`src/design/cpu_memory_bus_access_consts.svh`:
```
// Operation
// - One bus access cycle is one clock
// - Beat count follows target and access width
// - Peripherals take byte, halfword and word accesses
// - Non-stacking word writes force top eight bits zero
// - Non-stacking word reads drop the top eight bits
// - Stacking words carry status over return address
// - Fetch and data run together when independent
// - Fetch stalls while shared memory serves data
// - Vector table base resets to 0x8000
// - RAM beyond size limit reads undefined
// - Debug area base: 24-bit address, top zero
// - Status mirror layout; upper byte reads zero
// - Protected flash reads undefined to debugger
// - Debugger program of protected flash rejected with error
// - Password unlocks; reset restores protection
// - Every target except DRAM does halfword in one cycle
// - Decoder spans full 24-bit address space
// - Status mirror writes have no effect
`ifndef CPU_MEMORY_BUS_ACCESS_CONSTS_SVH
`define CPU_MEMORY_BUS_ACCESS_CONSTS_SVH
// Memory map regions
`define IRAM_BASE        24'h000000
`define IRAM_SIZE        24'h002000
`define PERIPH_BASE      24'h004000
`define PERIPH_SIZE      24'h002000
`define DRAM_BASE        24'h006000
`define DRAM_SIZE        24'h000100
`define FLASH_BASE       24'h008000
`define FLASH_SIZE       24'h020000
// Debug work area is the last 64 bytes of RAM
`define DEBUG_AREA_SIZE  24'h000040
// Local register offsets
`define RAM_SIZE_OFS     24'h004002
`define VBASE_LO_OFS     24'h004004
`define VBASE_HI_OFS     24'h004006
`define STATUS_MIR_OFS   24'h004008
`define DBG_BASE_LO_OFS  24'h00400c
`define DBG_BASE_HI_OFS  24'h00400e
`define FLASH_WAIT_OFS   24'h0041b0
// Reset values
`define VBASE_RST        24'h008000
`define RAM_SIZE_RST     3'h0
`define FLASH_WAIT_RST   2'h3
// Status mirror field positions
`define MIR_IL_LSB       5
`define MIR_IE_BIT       4
// Value returned for undefined reads
`define UNDEF_DATA       32'h00000000
// Unlock password, arbitrary value
`define UNLOCK_PW        32'h5a3c_96e1
`endif

```
`src/design/cpu_memory_bus_access_pkg.sv`:
```
package cpu_memory_bus_access_pkg;
  // Address region classes
  typedef enum logic [2:0] {
    REG_IRAM   = 3'b000,
    REG_PERIPH = 3'b001,
    REG_DRAM   = 3'b010,
    REG_FLASH  = 3'b011,
    REG_RSVD   = 3'b100
  } region_t;
  // Data access sequencer states
  typedef enum logic [1:0] {
    D_IDLE = 2'b00,
    D_BEAT = 2'b01,
    D_DONE = 2'b10
  } dstate_t;
endpackage

```
`src/design/cpu_memory_bus_access.sv`:
```
`timescale 1ns/1ps
`default_nettype none
`include "cpu_memory_bus_access_consts.svh"
module cpu_memory_bus_access (
  input  wire logic        ref_clk,
  input  wire logic        rst_n,
  input  wire logic        if_req,
  input  wire logic [23:0] if_addr,
  output logic             if_ready,
  output logic      [15:0] if_rdata,
  input  wire logic        d_req,
  input  wire logic        d_wr,
  input  wire logic [1:0]  d_size,
  input  wire logic [23:0] d_addr,
  input  wire logic [31:0] d_wdata,
  input  wire logic        d_stack,
  input  wire logic        d_dbg,
  output logic             d_ready,
  output logic      [31:0] d_rdata,
  output logic             d_err,
  output logic             ibus_en,
  output logic      [23:0] ibus_addr,
  input  wire logic [15:0] ibus_rdata,
  output logic             dbus_en,
  output logic             dbus_wr,
  output logic      [1:0]  dbus_size,
  output logic      [23:0] dbus_addr,
  output logic      [31:0] dbus_wdata,
  input  wire logic [31:0] dbus_rdata,
  input  wire logic [7:0]  cpu_psr,
  input  wire logic        unlock_strobe,
  input  wire logic [31:0] unlock_key,
  output logic             flash_protected,
  output logic      [23:0] vector_base
);

  ////////////////////////////////////////////////////////////////////////////
  // Decode helpers

  // Full 24-bit decode into regions
  function automatic cpu_memory_bus_access_pkg::region_t region_of(input logic [23:0] a);
    if (a < `IRAM_SIZE) region_of = cpu_memory_bus_access_pkg::REG_IRAM;
    else if (a >= `PERIPH_BASE && a < `PERIPH_BASE + `PERIPH_SIZE)
      region_of = cpu_memory_bus_access_pkg::REG_PERIPH;
    else if (a >= `DRAM_BASE && a < `DRAM_BASE + `DRAM_SIZE)
      region_of = cpu_memory_bus_access_pkg::REG_DRAM;
    else if (a >= `FLASH_BASE && a < `FLASH_BASE + `FLASH_SIZE)
      region_of = cpu_memory_bus_access_pkg::REG_FLASH;
    else region_of = cpu_memory_bus_access_pkg::REG_RSVD;
  endfunction

  // Target width as log2 of bytes; all but DRAM carry a halfword in one cycle
  function automatic logic [1:0] width_of(input cpu_memory_bus_access_pkg::region_t r);
    unique case (r)
      cpu_memory_bus_access_pkg::REG_DRAM: width_of = 2'd0;
      cpu_memory_bus_access_pkg::REG_IRAM: width_of = 2'd2;
      default:                             width_of = 2'd1;
    endcase
  endfunction

  // Shared-memory collision between fetch and data
  function automatic logic collides(input cpu_memory_bus_access_pkg::region_t fr,
                                    input cpu_memory_bus_access_pkg::region_t dr);
    logic fram;
    logic dram;
    fram = (fr == cpu_memory_bus_access_pkg::REG_IRAM) ||
           (fr == cpu_memory_bus_access_pkg::REG_DRAM);
    dram = (dr == cpu_memory_bus_access_pkg::REG_IRAM) ||
           (dr == cpu_memory_bus_access_pkg::REG_DRAM);
    collides = ((fr == cpu_memory_bus_access_pkg::REG_FLASH) &&
                ((dr == cpu_memory_bus_access_pkg::REG_FLASH) ||
                 (dr == cpu_memory_bus_access_pkg::REG_DRAM))) || (fram && dram);
  endfunction

  // Local register hit
  function automatic logic local_hit(input logic [23:0] a);
    logic [23:0] h;
    h = {a[23:1], 1'b0};
    local_hit = (h == `RAM_SIZE_OFS) || (h == `VBASE_LO_OFS) || (h == `VBASE_HI_OFS) ||
                (h == `STATUS_MIR_OFS) || (h == `DBG_BASE_LO_OFS) ||
                (h == `DBG_BASE_HI_OFS) || (h == `FLASH_WAIT_OFS);
  endfunction

  ////////////////////////////////////////////////////////////////////////////
  // State

  localparam logic [23:0] DBG_BASE = `IRAM_SIZE - `DEBUG_AREA_SIZE; // Debug area start

  cpu_memory_bus_access_pkg::dstate_t dstate, next_dstate;   // Data sequencer
  logic [23:0] daddr,   next_daddr;                          // Latched address
  logic [1:0]  dsize,   next_dsize;                          // Latched size
  logic        dwr,     next_dwr;                            // Latched direction
  logic [31:0] dwdata,  next_dwdata;                         // Latched write word
  logic        dstack,  next_dstack;                         // Stacking access
  logic        ddbg,    next_ddbg;                           // Debugger access
  logic [1:0]  dbeat,   next_dbeat;                          // Current beat
  logic [2:0]  dnum,    next_dnum;                           // Beats in access
  logic [1:0]  dwait,   next_dwait;                          // Flash wait count
  logic [31:0] acc,     next_acc;                            // Read assembly
  logic        next_d_ready;                                 // Done pulse
  logic [31:0] next_d_rdata;                                 // Read result
  logic        next_d_err;                                   // Rejected access
  logic        next_protected;                               // Protection flag
  logic [2:0]  ram_size_limit, next_ram_size_limit;          // RAM limit field
  logic [1:0]  flash_read_wait_sel, next_flash_read_wait_sel; // Flash wait field
  logic [23:0] next_vector_base;                             // Vector base
  logic        idone,   next_idone;                          // Fetch done
  logic [1:0]  iwait,   next_iwait;                          // Fetch wait count
  logic [15:0] next_if_rdata;                                // Fetch word

  ////////////////////////////////////////////////////////////////////////////
  // Data path combinational

  cpu_memory_bus_access_pkg::region_t dreg, reqreg;   // Regions of latched and new
  logic [1:0]  wlog;       // Target width
  logic [1:0]  nlog;       // Bytes per beat, log2
  logic [23:0] baddr;      // Beat address
  logic [5:0]  bsh;        // Beat bit offset
  logic [31:0] wchunk;     // Beat write data
  logic [31:0] rsrc;       // Beat read source
  logic [31:0] rchunk;     // Beat read data, lane aligned
  logic [31:0] rmask;      // Bytes of this beat
  logic        is_local;   // Local register beat
  logic        flash_rd;   // Flash read beat
  logic        beat_last;  // Beat completes now
  logic        over_limit; // RAM beyond limit
  logic [15:0] local_rd;   // Local register read
  logic [1:0]  be;         // Local byte lanes
  logic        fconf;      // Fetch collides with data

  always_comb begin
    dreg     = region_of(daddr);
    reqreg   = region_of(d_addr);
    wlog     = width_of(dreg);
    nlog     = (dsize < wlog) ? dsize : wlog;
    baddr    = daddr + (24'(dbeat) << wlog);
    bsh      = 6'({4'h0, dbeat} << (3 + wlog));
    wchunk   = dwdata >> bsh;
    // Replicate narrow data over every lane
    if (nlog == 2'd0) wchunk = {4{wchunk[7:0]}};
    else if (nlog == 2'd1) wchunk = {2{wchunk[15:0]}};
    is_local = local_hit(baddr);
    flash_rd = (dreg == cpu_memory_bus_access_pkg::REG_FLASH) && !dwr;
    // Flash reads hold for the programmed wait count
    beat_last = !(flash_rd && (dwait < flash_read_wait_sel));
    // Local register read mux; status mirror top byte zero
    unique case ({baddr[23:1], 1'b0})
      `RAM_SIZE_OFS:    local_rd = {13'h0, ram_size_limit};
      `VBASE_LO_OFS:    local_rd = vector_base[15:0];
      `VBASE_HI_OFS:    local_rd = {8'h00, vector_base[23:16]};
      `STATUS_MIR_OFS:  local_rd = {8'h00, cpu_psr};
      `DBG_BASE_LO_OFS: local_rd = DBG_BASE[15:0];
      `DBG_BASE_HI_OFS: local_rd = {8'h00, DBG_BASE[23:16]};
      `FLASH_WAIT_OFS:  local_rd = {14'h0, flash_read_wait_sel};
      default:          local_rd = 16'h0000;
    endcase
    rsrc   = is_local ? {16'h0000, local_rd} : dbus_rdata;
    // Narrow access picks its lane inside the target word
    rchunk = (dsize < wlog) ? (rsrc >> {baddr[1:0] & ((2'd1 << wlog) - 2'd1), 3'b000}) : rsrc;
    rmask  = (nlog == 2'd0) ? 32'h0000_00ff : (nlog == 2'd1) ? 32'h0000_ffff : 32'hffff_ffff;
    be     = (dsize == 2'd0) ? (baddr[0] ? 2'b10 : 2'b01) : 2'b11;
    over_limit = (reqreg == cpu_memory_bus_access_pkg::REG_IRAM) &&
                 (d_addr >= (`IRAM_SIZE >> ram_size_limit));
    fconf  = (dstate == cpu_memory_bus_access_pkg::D_BEAT) && collides(region_of(if_addr), dreg);
  end

  // Target-side data bus drive
  always_comb begin
    dbus_en    = (dstate == cpu_memory_bus_access_pkg::D_BEAT) && !is_local;
    dbus_wr    = dwr;
    dbus_size  = dsize;
    dbus_addr  = baddr;
    dbus_wdata = wchunk;
  end

  ////////////////////////////////////////////////////////////////////////////
  // Data sequencer next state

  always_comb begin
    next_dstate  = dstate;
    next_daddr   = daddr;
    next_dsize   = dsize;
    next_dwr     = dwr;
    next_dwdata  = dwdata;
    next_dstack  = dstack;
    next_ddbg    = ddbg;
    next_dbeat   = dbeat;
    next_dnum    = dnum;
    next_dwait   = dwait;
    next_acc     = acc;
    next_d_ready = 1'b0;
    next_d_rdata = d_rdata;
    next_d_err   = 1'b0;
    next_ram_size_limit      = ram_size_limit;
    next_flash_read_wait_sel = flash_read_wait_sel;
    next_vector_base         = vector_base;
    unique case (dstate)
      // Take a request
      cpu_memory_bus_access_pkg::D_IDLE: begin
        if (d_req) begin
          next_daddr  = d_addr;
          next_dsize  = d_size;
          next_dwr    = d_wr;
          // Plain word writes carry a zero top byte; stacking keeps status
          next_dwdata = (d_size == 2'd2 && !d_stack) ? {8'h00, d_wdata[23:0]} : d_wdata;
          next_dstack = d_stack;
          next_ddbg   = d_dbg;
          next_dbeat  = 2'd0;
          next_dwait  = 2'd0;
          next_acc    = 32'h0;
          next_dnum   = (d_size > width_of(reqreg)) ?
                        3'(3'd1 << (d_size - width_of(reqreg))) : 3'd1;
          if (d_dbg && d_wr && flash_protected &&
              reqreg == cpu_memory_bus_access_pkg::REG_FLASH) begin
            // Debugger programming of protected flash
            next_dstate  = cpu_memory_bus_access_pkg::D_DONE;
            next_d_ready = 1'b1;
            next_d_err   = 1'b1;
          end else if (over_limit || reqreg == cpu_memory_bus_access_pkg::REG_RSVD) begin
            // Reserved-like access, nothing forwarded
            next_dstate  = cpu_memory_bus_access_pkg::D_DONE;
            next_d_ready = 1'b1;
            next_d_rdata = `UNDEF_DATA;
          end else begin
            next_dstate = cpu_memory_bus_access_pkg::D_BEAT;
          end
        end
      end
      // One beat per clock, flash reads may wait
      cpu_memory_bus_access_pkg::D_BEAT: begin
        if (!beat_last) begin
          next_dwait = dwait + 2'd1;
        end else begin
          next_dwait = 2'd0;
          next_acc   = acc | ((rchunk & rmask) << bsh);
          // Local register writes; status mirror ignores writes
          if (dwr && is_local) begin
            unique case ({baddr[23:1], 1'b0})
              `RAM_SIZE_OFS: if (be[0]) next_ram_size_limit = wchunk[2:0];
              `FLASH_WAIT_OFS: if (be[0]) next_flash_read_wait_sel = wchunk[1:0];
              `VBASE_LO_OFS: begin
                if (be[0]) next_vector_base[7:0]  = wchunk[7:0];
                if (be[1]) next_vector_base[15:8] = wchunk[15:8];
              end
              `VBASE_HI_OFS: if (be[0]) next_vector_base[23:16] = wchunk[7:0];
              default: next_vector_base = vector_base;
            endcase
          end
          if ({1'b0, dbeat} == dnum - 3'd1) begin
            next_dstate  = cpu_memory_bus_access_pkg::D_DONE;
            next_d_ready = 1'b1;
            next_d_rdata = acc | ((rchunk & rmask) << bsh);
            if (dsize == 2'd2 && !dstack) next_d_rdata[31:24] = 8'h00;
            if (ddbg && flash_rd && flash_protected) next_d_rdata = `UNDEF_DATA;
          end else begin
            next_dbeat = dbeat + 2'd1;
          end
        end
      end
      // Answer stands one cycle
      cpu_memory_bus_access_pkg::D_DONE: begin
        next_dstate = cpu_memory_bus_access_pkg::D_IDLE;
      end
      default: next_dstate = cpu_memory_bus_access_pkg::D_IDLE;
    endcase
    // Correct password clears protection; only reset sets it
    next_protected = flash_protected && !(unlock_strobe && unlock_key == `UNLOCK_PW);
  end

  // Data sequencer registers
  always_ff @(posedge ref_clk or negedge rst_n) begin
    if (!rst_n) begin
      dstate  <= cpu_memory_bus_access_pkg::D_IDLE;
      daddr   <= 24'h0;
      dsize   <= 2'h0;
      dwr     <= 1'b0;
      dwdata  <= 32'h0;
      dstack  <= 1'b0;
      ddbg    <= 1'b0;
      dbeat   <= 2'h0;
      dnum    <= 3'h1;
      dwait   <= 2'h0;
      acc     <= 32'h0;
      d_ready <= 1'b0;
      d_rdata <= 32'h0;
      d_err   <= 1'b0;
      flash_protected     <= 1'b1;
      ram_size_limit      <= `RAM_SIZE_RST;
      flash_read_wait_sel <= `FLASH_WAIT_RST;
      vector_base         <= `VBASE_RST;
    end else begin
      dstate  <= next_dstate;
      daddr   <= next_daddr;
      dsize   <= next_dsize;
      dwr     <= next_dwr;
      dwdata  <= next_dwdata;
      dstack  <= next_dstack;
      ddbg    <= next_ddbg;
      dbeat   <= next_dbeat;
      dnum    <= next_dnum;
      dwait   <= next_dwait;
      acc     <= next_acc;
      d_ready <= next_d_ready;
      d_rdata <= next_d_rdata;
      d_err   <= next_d_err;
      flash_protected     <= next_protected;
      ram_size_limit      <= next_ram_size_limit;
      flash_read_wait_sel <= next_flash_read_wait_sel;
      vector_base         <= next_vector_base;
    end
  end

  ////////////////////////////////////////////////////////////////////////////
  // Instruction fetch

  logic ifl_last; // Fetch word returns now

  // Fetch runs beside data unless memory is shared
  always_comb begin
    ibus_addr = if_addr;
    ibus_en   = if_req && !idone && !fconf;
    ifl_last  = ibus_en && !((region_of(if_addr) == cpu_memory_bus_access_pkg::REG_FLASH) &&
                             (iwait < flash_read_wait_sel));
    next_idone    = ifl_last;
    next_if_rdata = ifl_last ? ibus_rdata : if_rdata;
    next_iwait    = (ibus_en && !ifl_last) ? iwait + 2'd1 : (fconf ? iwait : 2'd0);
  end

  // Fetch registers
  always_ff @(posedge ref_clk or negedge rst_n) begin
    if (!rst_n) begin
      idone    <= 1'b0;
      iwait    <= 2'h0;
      if_rdata <= 16'h0;
    end else begin
      idone    <= next_idone;
      iwait    <= next_iwait;
      if_rdata <= next_if_rdata;
    end
  end

  assign if_ready = idone;
endmodule
`default_nettype wire

```
`config.mk`:
```
export PLATFORM = sky130hd
export DESIGN_NAME = cpu_memory_bus_access
export DESIGN_NICKNAME = d
export VERILOG_FILES = /design/src/design/cpu_memory_bus_access_pkg.sv /design/src/design/cpu_memory_bus_access.sv
export VERILOG_INCLUDE_DIRS = /design/src /design/src/design
export SDC_FILE = /design/constraint.sdc
export NUM_CORES = 1
export LEC_CHECK = 0
export BUFFER_PORTS_ARGS = -buffer_cell sky130_fd_sc_hd__buf_2
export CORE_MARGIN = 2
export CORE_UTILIZATION = 37
export CTS_BUF_LIST = sky130_fd_sc_hd__clkbuf_2 sky130_fd_sc_hd__clkbuf_4 sky130_fd_sc_hd__clkbuf_8
export CTS_CLUSTER_DIAMETER = 120
export DETAILED_ROUTE_END_ITERATION = 6
export GPL_TIMING_DRIVEN = 0
export PLACE_DENSITY = 0.7
export REMOVE_ABC_BUFFERS = 1
export SYNTH_ARGS = -nofsm -noshare
export SYNTH_HDL_FRONTEND = slang
export SYNTH_SLANG_ARGS = --single-unit
export TNS_END_PERCENT = 5
```
`constraint.sdc`:
```
create_clock -name ref_clk -period 8.6 [get_ports ref_clk]
set_input_delay 0.86 -clock ref_clk [delete_from_list [all_inputs] [get_ports ref_clk]]
set_output_delay 0.86 -clock ref_clk [all_outputs]
set_load 0.03 [all_outputs]
```
# [Word-level counts from Yosys, hierarchy flattened]
# Index checks and enable logic that the tools add are counted.
[word_totals] input_bits=178 wordCells=227 reg_bits=185 output_inout_bits=161
[classes] n_addsub=8 bitwise=4 n_lt_le_gt_ge=26 eq_ne=27 n_mux=62 n_reduce_logical=69 shift=8
[ops] op="two-way mux 32 bit" n=15
[ops] op="== test 23 x 14 -> 1 bit (second input constant)" n=7
[ops] op=">= comparator 24 x 15 -> 1 bit (second input constant)" n=6
[ops] op="less-than comparator 24 x 15 -> 1 bit (second input constant)" n=6
[ops] op="case mux 32 bit (2 select lines)" n=2
[ops] op="case mux 16 bit (6 select lines)" n=1
[ops] op=">= comparator 24 x 16 -> 1 bit (second input constant)" n=3
[ops] op="less-than comparator 24 x 14 -> 1 bit (second input constant)" n=3
[ops] op="less-than comparator 24 x 18 -> 1 bit (second input constant)" n=3
[ops] op="two-way mux 3 bit" n=13
[ops] op="bitwise AND 32 bit" n=1
[ops] op="== test 32 x 31 -> 1 bit (second input constant)" n=1
[ops] op="two-way mux 2 bit" n=16
[ops] op="bitwise OR 32 bit" n=1
[ops] op="<< shifter 32 x 6 -> 32 bit" n=1
[ops] op="right shift 32 x 5 -> 32 bit" n=1
[ops] op="right shift 32 x 6 -> 32 bit" n=1
[ops] op="logical AND 1 bit" n=31
[ops] op="AND reduction 5 bit" n=5
[ops] op="adder 24 bit" n=1
[ops] op=">= comparator 24 bit" n=1
[ops] op="<< shifter 2 x 2 -> 24 bit" n=1
[ops] op="right shift 14 x 3 -> 24 bit (first input constant)" n=1
[ops] op="case mux 2 bit (2 select lines)" n=5
[ops] op="other kinds (31)" n=78

# [Depth between registers and ports, before layout]
# Gate-level depths: netlist (run 1).
[depth] word_depth=28 mapped_depth=24 ltp_nobuf=18

# [Worst setup path after synthesis (run 1)]
# Ideal clock, no wire load.
[synth_timing] path_kind="register to output" from="reg daddr[21]" to="out dbus_en" path_slack_ps=2107 t_required_ps=7740 stages_incl_launch_ff=18 t_arrival_ps=5633 cell_sequence="dfrtp_1 > clkbuf_1 > nor4_1 > nand3_1 > nor2_1 > nand3_1 > inv_1 > buf_2 > buf_2 > buf_1 > ha_1 > a211o_1 > nand2_1 > o311ai_0 > nand4_1 > a2111oi_4 > buf_2 > nor2_1"
[synth_via] elab_chain_len=19 word_cells_on_any_way=34 classes_between="add/sub: 1; order compare: 7; eq/ne: 8; shift: 1; mux: 5; reduce/logical: 12"
[synth_lines] item="start: declaration" line="cpu_memory_bus_access.sv:90" rtl="logic [23:0] daddr, next_daddr;"
[synth_lines] item="start signal: assignment" line="cpu_memory_bus_access.sv:293" rtl="daddr <= next_daddr;"
[synth_lines] item=">= comparator 24 x 16 -> 1 bit (no line) / less-than comparator 24 x 18 -> 1 bit (equally long branches)"
[synth_lines] item="logical AND 1 bit (no line)"
[synth_lines] item="two-way mux 3 bit" line="cpu_memory_bus_access.sv:47" rtl="else if (a >= `FLASH_BASE && a < `FLASH_BASE + `FLASH_SIZE)"
[synth_lines] item="two-way mux 3 bit" line="cpu_memory_bus_access.sv:45" rtl="else if (a >= `DRAM_BASE && a < `DRAM_BASE + `DRAM_SIZE)"
[synth_lines] item="two-way mux 3 bit" line="cpu_memory_bus_access.sv:43" rtl="else if (a >= `PERIPH_BASE && a < `PERIPH_BASE + `PERIPH_SIZE)"
[synth_lines] item="two-way mux 3 bit *" line="cpu_memory_bus_access.sv:42" rtl="if (a < `IRAM_SIZE) region_of = cpu_memory_bus_access_pkg::REG_IRAM;"
[synth_lines] item="== test 3 x 2 -> 1 bit / zero test 3 bit (equally long branches)" line="cpu_memory_bus_access.sv:54" rtl="unique case (r)"
[synth_lines] item="case mux 2 bit (2 select lines) *" line="cpu_memory_bus_access.sv:54"
[synth_lines] item="<< shifter 2 x 2 -> 24 bit *" line="cpu_memory_bus_access.sv:136" rtl="baddr = daddr + (24'(dbeat) << wlog);"
[synth_lines] item="adder 24 bit *" line="cpu_memory_bus_access.sv:136"
[synth_lines] item="net dbus_addr[5]" line="cpu_memory_bus_access.sv:27" rtl="output logic [23:0] dbus_addr,"
[synth_lines] item="== test 23 x 14 -> 1 bit"
[synth_lines] item="logical OR 1 bit (5 in series)" line="cpu_memory_bus_access.sv:79" rtl="local_hit = (h == `RAM_SIZE_OFS) || (h == `VBASE_LO_OFS) || (h == `VBASE_HI_OFS) ||"
[synth_lines] item="logical OR 1 bit *" line="cpu_memory_bus_access.sv:79"
[synth_lines] item="zero test 1 bit *" line="cpu_memory_bus_access.sv:169" rtl="dbus_en = (dstate == cpu_memory_bus_access_pkg::D_BEAT) && !is_local;"
[synth_lines] item="logical AND 1 bit *" line="cpu_memory_bus_access.sv:169"
[synth_lines] item="end: declaration" line="cpu_memory_bus_access.sv:24" rtl="output logic dbus_en,"
# Mark *: on every way through the listed nets, which the timed path passes. The rest lies on a longest branch.

# [Worst setup path in the final report (run 1)]
[layout_timing] from="reg daddr[21]" to="reg vector_base[18]"
[layout_via] elab_chain_len=19 word_cells_on_any_way=48 classes_between="add/sub: 2; order compare: 8; eq/ne: 9; shift: 3; mux: 10; bitwise: 1; reduce/logical: 15"
[layout_lines] item=">= comparator 24 x 16 -> 1 bit (no line) / less-than comparator 24 x 18 -> 1 bit (equally long branches)"
[layout_lines] item="logical AND 1 bit (no line)"
[layout_lines] item="two-way mux 3 bit" line="cpu_memory_bus_access.sv:47"
[layout_lines] item="two-way mux 3 bit" line="cpu_memory_bus_access.sv:45"
[layout_lines] item="two-way mux 3 bit" line="cpu_memory_bus_access.sv:43"
[layout_lines] item="two-way mux 3 bit" line="cpu_memory_bus_access.sv:42"
[layout_lines] item="== test 3 x 2 -> 1 bit / zero test 3 bit (equally long branches)" line="cpu_memory_bus_access.sv:54"
[layout_lines] item="case mux 2 bit (2 select lines)" line="cpu_memory_bus_access.sv:54"
[layout_lines] item="<< shifter 2 x 2 -> 24 bit" line="cpu_memory_bus_access.sv:136"
[layout_lines] item="adder 24 bit" line="cpu_memory_bus_access.sv:136"
[layout_lines] item="== test 23 x 14 -> 1 bit"
[layout_lines] item="logical OR 1 bit (6 in series)" line="cpu_memory_bus_access.sv:79"
[layout_lines] item="logical AND 1 bit" line="cpu_memory_bus_access.sv:237" rtl="if (dwr && is_local) begin"
[layout_lines] item="AND reduction 5 bit (no line)"
[layout_lines] item="end signal: assignment" line="cpu_memory_bus_access.sv:290" rtl="vector_base <= `VBASE_RST;"
[layout_lines] item="end signal: assignment" line="cpu_memory_bus_access.sv:309" rtl="vector_base <= next_vector_base;"
[layout_lines] item="end: declaration" line="cpu_memory_bus_access.sv:34" rtl="output logic [23:0] vector_base"
# Parallel ways exist; a longest one is shown, timed or not.
# A chain may end at the register's enable or synchronous reset.

==> reports/results.md, run 1 <==
- **outcome** completed
- **initial antenna violation count** 1
- **number of buffer cells added on primary ports** 322
- **Net Switching** 0.0009107 W
- **CTS Buffer Depth** 2
- **power density over the cells** 170.9 nW/um^2
- **data required time of the worst path** 8.99 ns
- **Sequential Power Share** 41.3%
- **total number of vias** 12280
- **grt ovf** 0
- **routed via count divided by cell count** 5.928
- **post-route design area** 14140 sq um
- **First-pass DRT Iterations** 6
- **highest clock rate** 124.2 MHz
- **Die Height** 183.4 um
- **Post-synth EDFFs** 0
- **fraction of layout instances using a drive strength above 1** 26.48%
- **number of antenna cells inserted** 0
- **synthesized instance count** 1417
- **Core Footprint** 31640 sq um
- **fraction of the yosys area taken by sequential cells** 38.94%
- **Setup CP Type** reg -> reg
- **initial core utilization** 37.63%
- **endpoint arrival time on the critical path** 8.44 ns
- **setup slack at placement** -0.1749 ns
- **asr flop ratio synth** 100.0%
- **highest net fanout along the worst path** 23
- **number of remaining DRC errors** 0
- **average size of a mapped cell** 8.402 sq um
- **hold_buf cts** 0
- **Max Cap Violations** 0
- **number of hold-slack violations in the final timing report** 0
- **nets@finish** 1859
- **clock tree from TritonCTS** yes
- **most instantiated flip-flop cell in the synthesis netlist** sky130_fd_sc_hd__dfrtp_1
- **combined area of all synthesized cells** 11910 sq um
- **drt total wl** 44770 um
- **minimum clock period** 8.054 ns
- **period utilization** 93.65%
- **Setup crit end kind** flop
- **final worst-path setup slack** 0.5460 ns
- **number of distinct library cells after synthesis** 87
- **total clock buffers created by CTS** 17
- **cell type of the slowest stage on the worst timing path** sky130_fd_sc_hd__a2111o_1
- **via count of the first global-routing pass** 11870
- **sequence of cells on the critical path** nor4_1 > nand3_1 > nor2_1 > o21a_2 > inv_1 > ha_1 > a211oi_2 > o21ai_0 > nand2_1 > a21oi_1 > or4b_4 > a2111o_1 > a211oi_2 > nand4_1 > o21ai_0
- **num rows** 65
- **static power due to leakage** 6.844 nW
- **number of DRC violations after detailed-routing iteration 0** 1125
- **area share of the leading cell type in the synthesized netlist** 37.83%
- **CP peak stage delay** 0.78 ns
- **worst hold path type** in -> async
- **Top Ports** 339
- **die area** 33630 sq um
- **final number of setup-violating endpoints** 0
- **Gate power share** 30.9%
- **area added between synthesis and finish** 18.75%
- **Switching Share** 37.70%
- **nature of the critical path startpoint** flop
- **clock tree root buffer cell** sky130_fd_sc_hd__clkbuf_8
- **main area contributors after synthesis** sky130_fd_sc_hd__dfrtp_1 (38%), sky130_fd_sc_hd__nand2_1 (9.6%), sky130_fd_sc_hd__o21ai_0 (5.0%)
- **remaining antenna violation count after routing** 0
- **clock transition at the registers of the reported paths** 0.11 ns
- **maximum number of pins on one net before global-route repair** 97
- **Slew headroom** 11.14%
- **RSZ-0062 raised after global routing** no
- **Clock Power Share** 27.8%
- **cell type with the largest total area after synthesis** sky130_fd_sc_hd__dfrtp_1
- **worst IR drop on VDD** 95.07 uV
- **detail-routed net length per standard cell** 21.62 um
- **internal portion of total power** 0.001505 W
- **global-route wire length before repair** 68050 um
- **placed wire-length estimate after detailed placement** 33640 um
- **width of the die** 183.4 um
- **transition time at the pin with the least slew margin** 1.328 ns
- **synthesis-stage register bit count** 185
- **final weighted congestion in routability-driven placement** 0.9243
- **number of warning messages in the yosys log** 0
- **fill cell total of the finished layout** 3108
- **All-Layer GR Usage** 26.32%
- **# H-tree levels** 4
- **Final Max Slew Viols** 0
- **Fin Clk Skew** 0.02246 ns
- **Sink Count** 185
- **Skew-Pair Late Insertion Delay** 0.50 ns
- **area after detailed placement** 13660 sq um
[final timing paths]
check                                        from                          end  slack [ns]  cells past startpoint
setup reg to reg            daddr[21]$_DFFE_PN0P_  vector_base[18]$_DFFE_PN0P_        0.55                     15
hold reg to reg            d_rdata[7]$_DFFE_PN0P_       d_rdata[7]$_DFFE_PN0P_        0.48                      2
min in group ref_clk       d_rdata[7]$_DFFE_PN0P_       d_rdata[7]$_DFFE_PN0P_        0.48                      2
hold / removal                              rst_n      d_rdata[15]$_DFFE_PN0P_        0.33                      1
max in group asynchronous                   rst_n       dwdata[10]$_DFFE_PN0P_        7.35                      2
setup / recovery            daddr[21]$_DFFE_PN0P_  vector_base[18]$_DFFE_PN0P_        0.55                     15
[registers in the layout (all words and copies together) (netlist names), 2 cells and up]
signal and cells:
acc 32, d_rdata 32, daddr 24, dbeat 2
dbus_size 2, dnum 3, dstate 2, dwait 2
dwdata 32, flash_read_wait_sel 2, if_rdata 16, iwait 2
ram_size_limit 3, vector_base 24
[power by group through the flow]
stage / combinational, W / clock (W) / sequential, W
final: 0.000747 / 0.000672 / 0.000997
after global routing: 0.000800 / 0.000718 / 0.00101
after CTS: 0.000738 / 0.000685 / 0.000995
after detailed placement: 0.000734 / 0 / 0.00101
after global placement: 0.000719 / 0 / 0.00101
after floorplan: 0.000432 / 0 / 0.00102
[metrics by stage]
stage	hold WS, ns	std cells	setup TNS, ns	power [W]	util (%)
floorplan	0.4404	1307	0	0.001453	-
global placement	0.4510	2031	-32.96	0.001728	42.61
detailed placement	0.4647	2039	-2.463	0.001746	43.17
CTS	0.3811	2069	0	0.002418	44.60
global route	0.4009	2071	0	0.002525	44.69
finish	0.3336	2071	0	0.002415	44.69
[synthesized netlist by cell type (6+ instances only)]
cell type and instances:
sky130_fd_sc_hd__a211o_1 10, sky130_fd_sc_hd__a211oi_1 7, sky130_fd_sc_hd__a211oi_2 6, sky130_fd_sc_hd__a21oi_1 68, sky130_fd_sc_hd__a221oi_1 7, sky130_fd_sc_hd__a22o_1 26
sky130_fd_sc_hd__a22oi_1 32, sky130_fd_sc_hd__a2bb2oi_1 6, sky130_fd_sc_hd__a31o_2 6, sky130_fd_sc_hd__a31oi_1 11, sky130_fd_sc_hd__a32oi_1 15, sky130_fd_sc_hd__and2_1 6
sky130_fd_sc_hd__and3_1 12, sky130_fd_sc_hd__buf_1 6, sky130_fd_sc_hd__buf_2 16, sky130_fd_sc_hd__buf_4 26, sky130_fd_sc_hd__clkbuf_1 60, sky130_fd_sc_hd__dfrtp_1 180
sky130_fd_sc_hd__ha_1 21, sky130_fd_sc_hd__inv_1 35, sky130_fd_sc_hd__mux2_2 26, sky130_fd_sc_hd__mux2_4 6, sky130_fd_sc_hd__mux2i_1 25, sky130_fd_sc_hd__nand2_1 306
sky130_fd_sc_hd__nand2b_1 10, sky130_fd_sc_hd__nand3_1 45, sky130_fd_sc_hd__nand3b_1 6, sky130_fd_sc_hd__nand4_1 16, sky130_fd_sc_hd__nand4b_1 6, sky130_fd_sc_hd__nor2_1 78
sky130_fd_sc_hd__nor3_1 34, sky130_fd_sc_hd__nor4_1 11, sky130_fd_sc_hd__o211ai_1 8, sky130_fd_sc_hd__o21a_1 10, sky130_fd_sc_hd__o21ai_0 120, sky130_fd_sc_hd__o22ai_1 8
sky130_fd_sc_hd__o2bb2ai_1 8, sky130_fd_sc_hd__o31ai_1 8, sky130_fd_sc_hd__or3_1 7, sky130_fd_sc_hd__xnor2_1 10, sky130_fd_sc_hd__xor2_1 14
[final cells by class]
type | instances | area [sq um] | share of cell area, %
multi-input combinational | 1086 | 6643 | 46.99
tap | 402 | 503.0 | 3.558
timing repair buffer | 332 | 1773 | 12.54
clock buffer | 20 | 275.3 | 1.947
clock inverter | 10 | 167.7 | 1.186
inverter | 36 | 140.1 | 0.9912
sequential | 185 | 4636 | 32.79
[worst max-delay path: cells and delay by family, from the launching register on]
kind | cells | cell delay [ns]
compound gates | 7 | 3.28
fa+ha+maj | 1 | 0.57
buf+inv | 1 | 0.66
flops | 1 | 0.51
simple gates | 6 | 2.89
[cell families after synthesis]
| family | share of synthesized area [%] |
|---|---|
| AO/OA/AOI/OAI | 23.34 |
| XOR/XNOR | 1.766 |
| adder cells (fa/ha/maj) | 2.543 |
| buffers and inverters | 5.665 |
| flip-flops | 38.94 |
| multiplexers | 5.507 |
| other | 0.03150 |
| AND/OR/NAND/NOR | 22.21 |
[layer usage]
layer	routed length, um	vias up	GRT usage, %	share of wire, %
met2	19630	643	39.82	44
met4	1999	2	11.87	4.5
li1	-	5604	-	-
met3	3820	118	5.639	8.5
met5	12	-	0	0.027
met1	19300	5910	36.15	43
[placed cells by master, fill, tap and decap left out, drive strengths merged, types with 17 or more instances in the layout]
cell type  instances
dfrtp            180
nor2              78
nand3             45
a22oi             33
o21ai            125
clkbuf            20
a22o              26
inv               37
mux2i             25
nand4             17
ha                21
buf              332
mux2              34
nand2            306
a21oi             68
nor3              34
[repair_timing]
action / in CTS / in global routing
pin swaps: 0 / 1
endpoints found under the hold margin: 0 / 0
setup buffers: 0 / 2
gates cloned: 0 / 0
setup endpoints to repair: 48 / 18
resized for setup: 3 / 3
Note: power is estimated with default switching activity, not from simulation.
==> run 2, diff against run 1 <==
--- a/config.mk
+++ b/config.mk
@@ -7,14 +7,16 @@
 export NUM_CORES = 1
 export LEC_CHECK = 0
 export BUFFER_PORTS_ARGS = -buffer_cell sky130_fd_sc_hd__buf_2
+export CAP_MARGIN = 20
 export CORE_MARGIN = 2
 export CORE_UTILIZATION = 37
-export CTS_BUF_LIST = sky130_fd_sc_hd__clkbuf_2 sky130_fd_sc_hd__clkbuf_4 sky130_fd_sc_hd__clkbuf_8
+export CTS_BUF_LIST = sky130_fd_sc_hd__clkbuf_8
 export CTS_CLUSTER_DIAMETER = 120
 export DETAILED_ROUTE_END_ITERATION = 6
 export GPL_TIMING_DRIVEN = 0
 export PLACE_DENSITY = 0.7
 export REMOVE_ABC_BUFFERS = 1
+export SLEW_MARGIN = 20
 export SYNTH_ARGS = -nofsm -noshare
 export SYNTH_HDL_FRONTEND = slang
 export SYNTH_SLANG_ARGS = --single-unit
==> run 2 against run 1 <==
  * The run now ends with design-rule violations left
  * Via count shrank 0.76%
  * Clock skew grew 0.0011 ns
  * Maximum frequency grew 0.81%
  * Critical endpoint unchanged
==> reports/results.md, run 2 (same netlist as run 1, synthesis figures left out) <==
- **final number of setup-violating endpoints** 0
- **clock tree from TritonCTS** yes
- **Sink Count** 185
- **Setup CP Type** reg -> reg
- **Setup crit start** daddr[21]$_DFFE_PN0P_
- **worst IR drop on VDD** 88.15 uV
- **grt ovf** 0
- **cell depth of the worst flop-to-flop path** 16
- **leading cell type in the layout, fill and taps excluded** sky130_fd_sc_hd__buf_2
- **Fin Clk Skew** 0.02358 ns
- **Setup crit end kind** flop
- **top flop regs** acc: 32 flops, d_rdata: 32 flops, dwdata: 32 flops
- **R2R Path End** vector_base[18]$_DFFE_PN0P_
- **RSZ-0062 raised after global routing** no
- **number of remaining DRC errors** 2
- **First-pass DRT Iterations** 7
- **CP peak stage delay** 0.89 ns
- **number of DRC violations after detailed-routing iteration 0** 1104
- **slack of the worst reg-to-reg path** 0.61 ns
- **Skew-Pair Late Insertion Delay** 0.49 ns
- **commonest non-fill, non-tap cells in the layout** sky130_fd_sc_hd__buf_2 (321), sky130_fd_sc_hd__nand2_1 (305), sky130_fd_sc_hd__dfrtp_1 (180)
- **final weighted congestion in routability-driven placement** 0.9243
- **highest clock rate** 125.2 MHz
- **detail-routed net length per standard cell** 21.57 um
- **count of placed standard cells including taps** 2040
- **routed via count divided by cell count** 5.869
- **setup slack at placement** 0.3469 ns
- **power density over the cells** 170.6 nW/um^2
- **Worst R2R Start** daddr[21]$_DFFE_PN0P_
- **clock tree root buffer cell** sky130_fd_sc_hd__clkbuf_8
- **sequence of cells on the critical path** nor4_1 > nand3_1 > nor2_1 > nand3_2 > clkinv_2 > ha_1 > inv_1 > fa_1 > inv_1 > nor2_1 > o2111a_1 > nand4_1 > a2111o_1 > a211oi_2 > nand4_1 > o21ai_0
- **minimum clock period** 7.989 ns
- **outcome** finished, violations left
- **nets@finish** 1862
- **total power** 0.002423 W
- **final worst-path setup slack** 0.6107 ns
- **Core Footprint** 31640 sq um
- **die area** 33630 sq um
- **fill cell total of the finished layout** 3089
- **Final Max Slew Viols** 0
- **placed wire-length estimate after detailed placement** 33840 um
- **Max Cap Violations** 0
- **multi-input gate area in the final layout** 6663 sq um
- **number of antenna cells inserted** 0
- **post-layout instance count excluding filler cells** 2076
- **number of hold-slack violations in the final timing report** 0
- **fraction of layout instances using a drive strength above 1** 26.88%
- **Die Height** 183.4 um
- **static power due to leakage** 6.870 nW
- **cell type of the slowest stage on the worst timing path** sky130_fd_sc_hd__fa_1
- **total number of vias** 12180
- **maximum number of pins on one net before global-route repair** 97
- **All-Layer GR Usage** 26.51%
- **via count of the first global-routing pass** 11730
- **global-route wire length before repair** 68600 um
- **register area** 4636 sq um
- **total clock buffers created by CTS** 17
- **transition time at the pin with the least slew margin** 1.160 ns
- **nature of the critical path startpoint** flop
- **number of buffer cells added on primary ports** 322
- **initial core utilization** 37.63%
- **worst hold path type** in -> async
- **Slew headroom** 22.68%
- **endpoint arrival time on the critical path** 8.37 ns
- **highest net fanout along the worst path** 24
- **data required time of the worst path** 8.98 ns
- **# H-tree levels** 4
- **area added between synthesis and finish** 19.32%
- **period utilization** 92.90%
- **CTS Buffer Depth** 2
- **width of the die** 183.4 um
- **violated checks** design-rule violations
- **num rows** 65
- **initial antenna violation count** 1
- **clock transition at the registers of the reported paths** 0.11 ns
- **Top Ports** 339
- **drt total wl** 44770 um
- **remaining antenna violation count after routing** 0
-- run 2: changes by cell type in the layout (fill, tap and decap cells not counted), sizes merged --
| cell | change |
|---|---|
| inv | +3 |
| clkbuf | -1 |
| buf | +3 |
| clkinv | -2 |
| clkinvlp | +2 |
-- run 2: stage by stage --
stage	area [sq um]	setup TNS, ns	hold slack, ns	utilization, %
final	14200	0	0.3471	44.90
after global routing	14200	0	0.3954	44.90
after CTS	14160	0	0.3932	44.75
after detailed placement	13700	0	0.4647	43.32
after global placement	13480	-32.96	0.4510	42.61
after floorplan	11370	0	0.4404	-
-- run 2: layer usage --
layer  share of wire, %  global-route usage [%]  wire length [um]  vias up
li1                   -                       -                 -     5615
met1                 43                   36.06             19160     5823
met2                 44                   40.48             19830      643
met3                8.5                   5.560              3792      101
met4                4.4                   12.26              1970        2
met5              0.025                       0                11        -
-- run 2: report_power, final --
part | leakage (nW) | internal (W) | switching [W]
Clock | 0.221 | 0.000336 | 0.000342
Sequential | 2.42 | 0.000928 | 0.0000683
Combinational | 4.23 | 0.000239 | 0.000509
-- run 2: what timing repair did --
action / CTS / global route
gates resized for setup: 1 / 2
pin swaps: 0 / 1
buffers inserted: 0 / 3
hold buffers: 0 / 0
endpoints found under the setup margin: 1 / 24
-- run 2: cell type report --
cell class                      instances  share of cell area, %
Sequential cell                       185                  32.63
Multi-Input combinational cell       1086                  46.90
Clock inverter                         13                  1.339
Tap cell                              402                  3.541
Timing Repair Buffer                  335                  12.78
Clock buffer                           19                  1.841
Inverter                               36                 0.9601
-- run 2: critical path, delay by kind of cell, from the launching register on --
kind	cells	cell delay, ns
compound gates	4	1.87
buf+inv	3	0.99
fa+ha+maj	2	1.21
simple gates	7	3.27
flops	1	0.51
-- run 2: worst max path at each step --
stage,end
after global routing,vector_base[18]$_DFFE_PN0P_
after detailed placement,acc[25]$_DFFE_PN0P_
after global placement,d_rdata[21]$_DFFE_PN0P_
after CTS,dbus_en
final,vector_base[18]$_DFFE_PN0P_
after floorplan,dbus_en
==> run 3, diff against run 2 <==
--- a/config.mk
+++ b/config.mk
@@ -6,14 +6,13 @@
 export SDC_FILE = /design/constraint.sdc
 export NUM_CORES = 1
 export LEC_CHECK = 0
+export ABC_AREA = 1
 export BUFFER_PORTS_ARGS = -buffer_cell sky130_fd_sc_hd__buf_2
-export CAP_MARGIN = 20
 export CORE_MARGIN = 2
 export CORE_UTILIZATION = 37
 export CTS_BUF_LIST = sky130_fd_sc_hd__clkbuf_8
 export CTS_CLUSTER_DIAMETER = 120
 export DETAILED_ROUTE_END_ITERATION = 6
-export GPL_TIMING_DRIVEN = 0
 export PLACE_DENSITY = 0.7
 export REMOVE_ABC_BUFFERS = 1
 export SLEW_MARGIN = 20
==> run 3 against run 2 <==
  * The flow now finishes without violations
  * Highest routed layer unchanged
  * Wire length is 0.83% higher
  * Utilization is 0.36 points lower
  * Sequential cell count stayed put
  * Largest power group unchanged
  * First-iteration DRC count is 9.3% lower
  * Design area is 2.3% higher
  * Sequential share of layout area is 0.73 points lower
  * Maximum frequency is 15% higher
==> reports/results.md, run 3 <==
- **outcome** completed
- **static power due to leakage** 8.074 nW
- **Setup CP Type** reg -> out
- **register area** 4636 sq um
- **slack of the worst reg-to-reg path** 2.09 ns
- **commonest non-fill, non-tap cells in the layout** sky130_fd_sc_hd__nand2_1 (702), sky130_fd_sc_hd__buf_2 (321), sky130_fd_sc_hd__nand3_1 (186)
- **final worst-path setup slack** 1.677 ns
- **final weighted congestion in routability-driven placement** 0.9354
- **remaining antenna violation count after routing** 0
- **Sequential Power Share** 40.0%
- **cell type of the slowest stage on the worst timing path** sky130_fd_sc_hd__nor3_4
- **clock transition at the registers of the reported paths** 0.11 ns
- **width of the die** 186.4 um
- **clock tree root buffer cell** sky130_fd_sc_hd__clkbuf_8
- **Worst R2R Start** daddr[22]$_DFFE_PN0P_
- **post-route design area** 14530 sq um
- **total number of vias** 13200
- **fraction of the yosys area taken by sequential cells** 37.68%
- **Gate power share** 36.2%
- **setup slack at placement** 1.837 ns
- **number of DRC violations after detailed-routing iteration 0** 1001
- **number of gates resized after CTS** 0
- **worst IR drop on VDD** 114.6 uV
- **total negative slack** 0 ns
- **Skew-Pair Late Insertion Delay** 0.50 ns
- **cell seen most often among critical-path stages** sky130_fd_sc_hd__nand2_1
- **minimum clock period** 6.923 ns
- **CP peak stage delay** 0.56 ns
- **cell depth of the worst flop-to-flop path** 24
- **Net Switching** 0.001045 W
- **Fin Clk Skew** 0.02130 ns
- **number of distinct library cells after synthesis** 56
- **Final Max Slew Viols** 0
- **total setup buffers inserted after CTS** 0
- **number of warning messages in the yosys log** 0
- **post-layout instance count excluding filler cells** 2563
- **endpoint arrival time on the critical path** 6.06 ns
- **fill cell total of the finished layout** 3409
- **Slew headroom** 36.94%
- **multi-input gate area in the final layout** 6497 sq um
- **detail-routed net length per standard cell** 17.61 um
- **R2R Path End** acc[24]$_DFFE_PN0P_
- **Clock Power Share** 23.8%
- **data required time of the worst path** 7.74 ns
- **placed wire-length estimate after detailed placement** 34100 um
- **num rows** 66
- **Post-synth EDFFs** 0
- **highest net fanout along the worst path** 36
- **grt ovf** 0
- **Top Ports** 339
- **fraction of layout instances using a drive strength above 1** 20.20%
- **maximum number of pins on one net before global-route repair** 111
- **combined area of all synthesized cells** 12300 sq um
- **count of placed standard cells including taps** 2528
- **cell type with the largest total area after synthesis** sky130_fd_sc_hd__dfrtp_1
- **period utilization** 80.50%
- **number of hold-slack violations in the final timing report** 0
- **die area** 34730 sq um
- **area share of the leading cell type in the synthesized netlist** 36.61%
- **# H-tree levels** 4
- **Die Height** 186.4 um
- **area after detailed placement** 14130 sq um
- **global-route wire length before repair** 70130 um
- **clock tree from TritonCTS** yes
- **area added between synthesis and finish** 18.07%
- **synthesis-stage register bit count** 185
- **Core Footprint** 32620 sq um
- **All-Layer GR Usage** 25.63%
- **top flop regs** acc: 32 flops, d_rdata: 32 flops, dwdata: 32 flops
- **Max Cap Violations** 0
- **total clock buffers created by CTS** 17
- **First-pass DRT Iterations** 6
- **main area contributors after synthesis** sky130_fd_sc_hd__dfrtp_1 (37%), sky130_fd_sc_hd__nand2_1 (21%), sky130_fd_sc_hd__nand3_1 (7.6%)
- **asr flop ratio synth** 100.0%
- **initial core utilization** 37.72%
- **Setup crit end kind** primary output
- **number of remaining DRC errors** 0
- **internal portion of total power** 0.001388 W
- **initial antenna violation count** 9
- **via count of the first global-routing pass** 12770
- **hold_buf cts** 0
- **average size of a mapped cell** 6.665 sq um
- **number of buffer cells added on primary ports** 322
- **Setup crit start** daddr[22]$_DFFE_PN0P_
- **RSZ-0062 raised after global routing** no
- **total power** 0.002434 W
- **leading cell type in the layout, fill and taps excluded** sky130_fd_sc_hd__nand2_1
- **highest clock rate** 144.5 MHz
- **Sink Count** 185
- **power density over the cells** 167.5 nW/um^2
- **leading cell type by number of instances after synthesis** sky130_fd_sc_hd__nand2_1
- **nets@finish** 2307
- **nature of the critical path startpoint** flop
- **final number of setup-violating endpoints** 0
- **CTS Buffer Depth** 2
- **Switching Share** 42.95%
- **most used standard cells in the synthesized netlist** sky130_fd_sc_hd__nand2_1 (702), sky130_fd_sc_hd__nand3_1 (187), sky130_fd_sc_hd__dfrtp_1 (180), sky130_fd_sc_hd__inv_1 (180), sky130_fd_sc_hd__nor2_1 (124)
- **capturing instance or port of the critical path** dbus_en
- **synthesized instance count** 1846
- **worst hold path type** in -> async
- **most instantiated flip-flop cell in the synthesis netlist** sky130_fd_sc_hd__dfrtp_1
- **transition time at the pin with the least slew margin** 0.9459 ns
- **routed via count divided by cell count** 5.149
- **drt total wl** 45140 um
-- run 3: cell count changes in the layout (fill, tap and decap cells not counted), sizes merged, moves of 11 or more --
cell | before | now
a22oi | 33 | 0
mux2i | 25 | 0
nand3 | 45 | 188
a32oi | 15 | 0
mux2 | 34 | 2
and3 | 12 | 0
a21oi | 68 | 54
a22o | 26 | 0
a211oi | 13 | 2
inv | 40 | 192
nor2 | 78 | 134
nand2 | 306 | 713
-- run 3: area by class of cell --
type	count	share of cell area, %
diodes	2	0.03445
clock buffers	19	1.800
clock inverters	13	0.7235
inverters	188	4.857
multi-input cells	1375	44.72
flip-flops and latches	185	31.91
well taps	442	3.807
repair buffers	339	12.14
-- run 3: critical path: cells and delay by family, from the launching register on --
kind | cells | cell delay (ns)
fa+ha+maj | 1 | 0.28
simple gates | 20 | 3.03
buf+inv | 9 | 1.67
compound gates | 1 | 0.06
flops | 1 | 0.44
-- run 3: worst min-delay path by stage --
stage	startpoint	endpoint	slack [ns]
finish	rst_n	d_rdata[17]$_DFFE_PN0P_	0.48
global route	if_rdata[6]$_DFFE_PN0P_	if_rdata[6]$_DFFE_PN0P_	0.50
CTS	if_rdata[8]$_DFFE_PN0P_	if_rdata[8]$_DFFE_PN0P_	0.48
detailed placement	if_rdata[8]$_DFFE_PN0P_	if_rdata[8]$_DFFE_PN0P_	0.46
global placement	dwdata[1]$_DFFE_PN0P_	dwdata[1]$_DFFE_PN0P_	0.45
floorplan	dwdata[1]$_DFFE_PN0P_	dwdata[1]$_DFFE_PN0P_	0.44
-- run 3: layer usage --
metal	track usage (%)	share of wire (%)
met5	0	0.21
met4	10.37	3.7
met3	6.752	8.1
met2	40.53	45
met1	33.39	43
-- run 3: kinds of logic (layout without fill, tap and decap cells) --
family,after synthesis,in the layout,share of synthesized area (%)
and+or+nand+nor,1101,1101,37.82
buffers and inverters,286,559,9.874
AOI/OAI and AO/OA,241,241,11.46
DFF,185,185,37.68
adders and majority gates,23,23,2.461
xor gates and xnor gates,7,7,0.4983
muxes,2,2,0.1830
other,1,3,0.03048
-- run 3: power by group through the flow --
stage | Clock, W | Combinational, W | Sequential, W
3_3_place_gp | 0 | 0.000870 | 0.000987
6_report | 0.000580 | 0.000880 | 0.000973
4_1_cts | 0.000590 | 0.000879 | 0.000973
2_1_floorplan | 0 | 0.000535 | 0.00100
5_1_grt | 0.000621 | 0.000964 | 0.000981
3_5_place_dp | 0 | 0.000876 | 0.000989
-- run 3: metrics by stage --
step / hold slack, ns / util, %
2_1_floorplan: 0.4367 / -
3_3_place_gp: 0.4501 / 43.31
3_5_place_dp: 0.4552 / 43.31
4_1_cts: 0.4780 / 44.44
5_1_grt: 0.5005 / 44.52
6_report: 0.4752 / 44.54
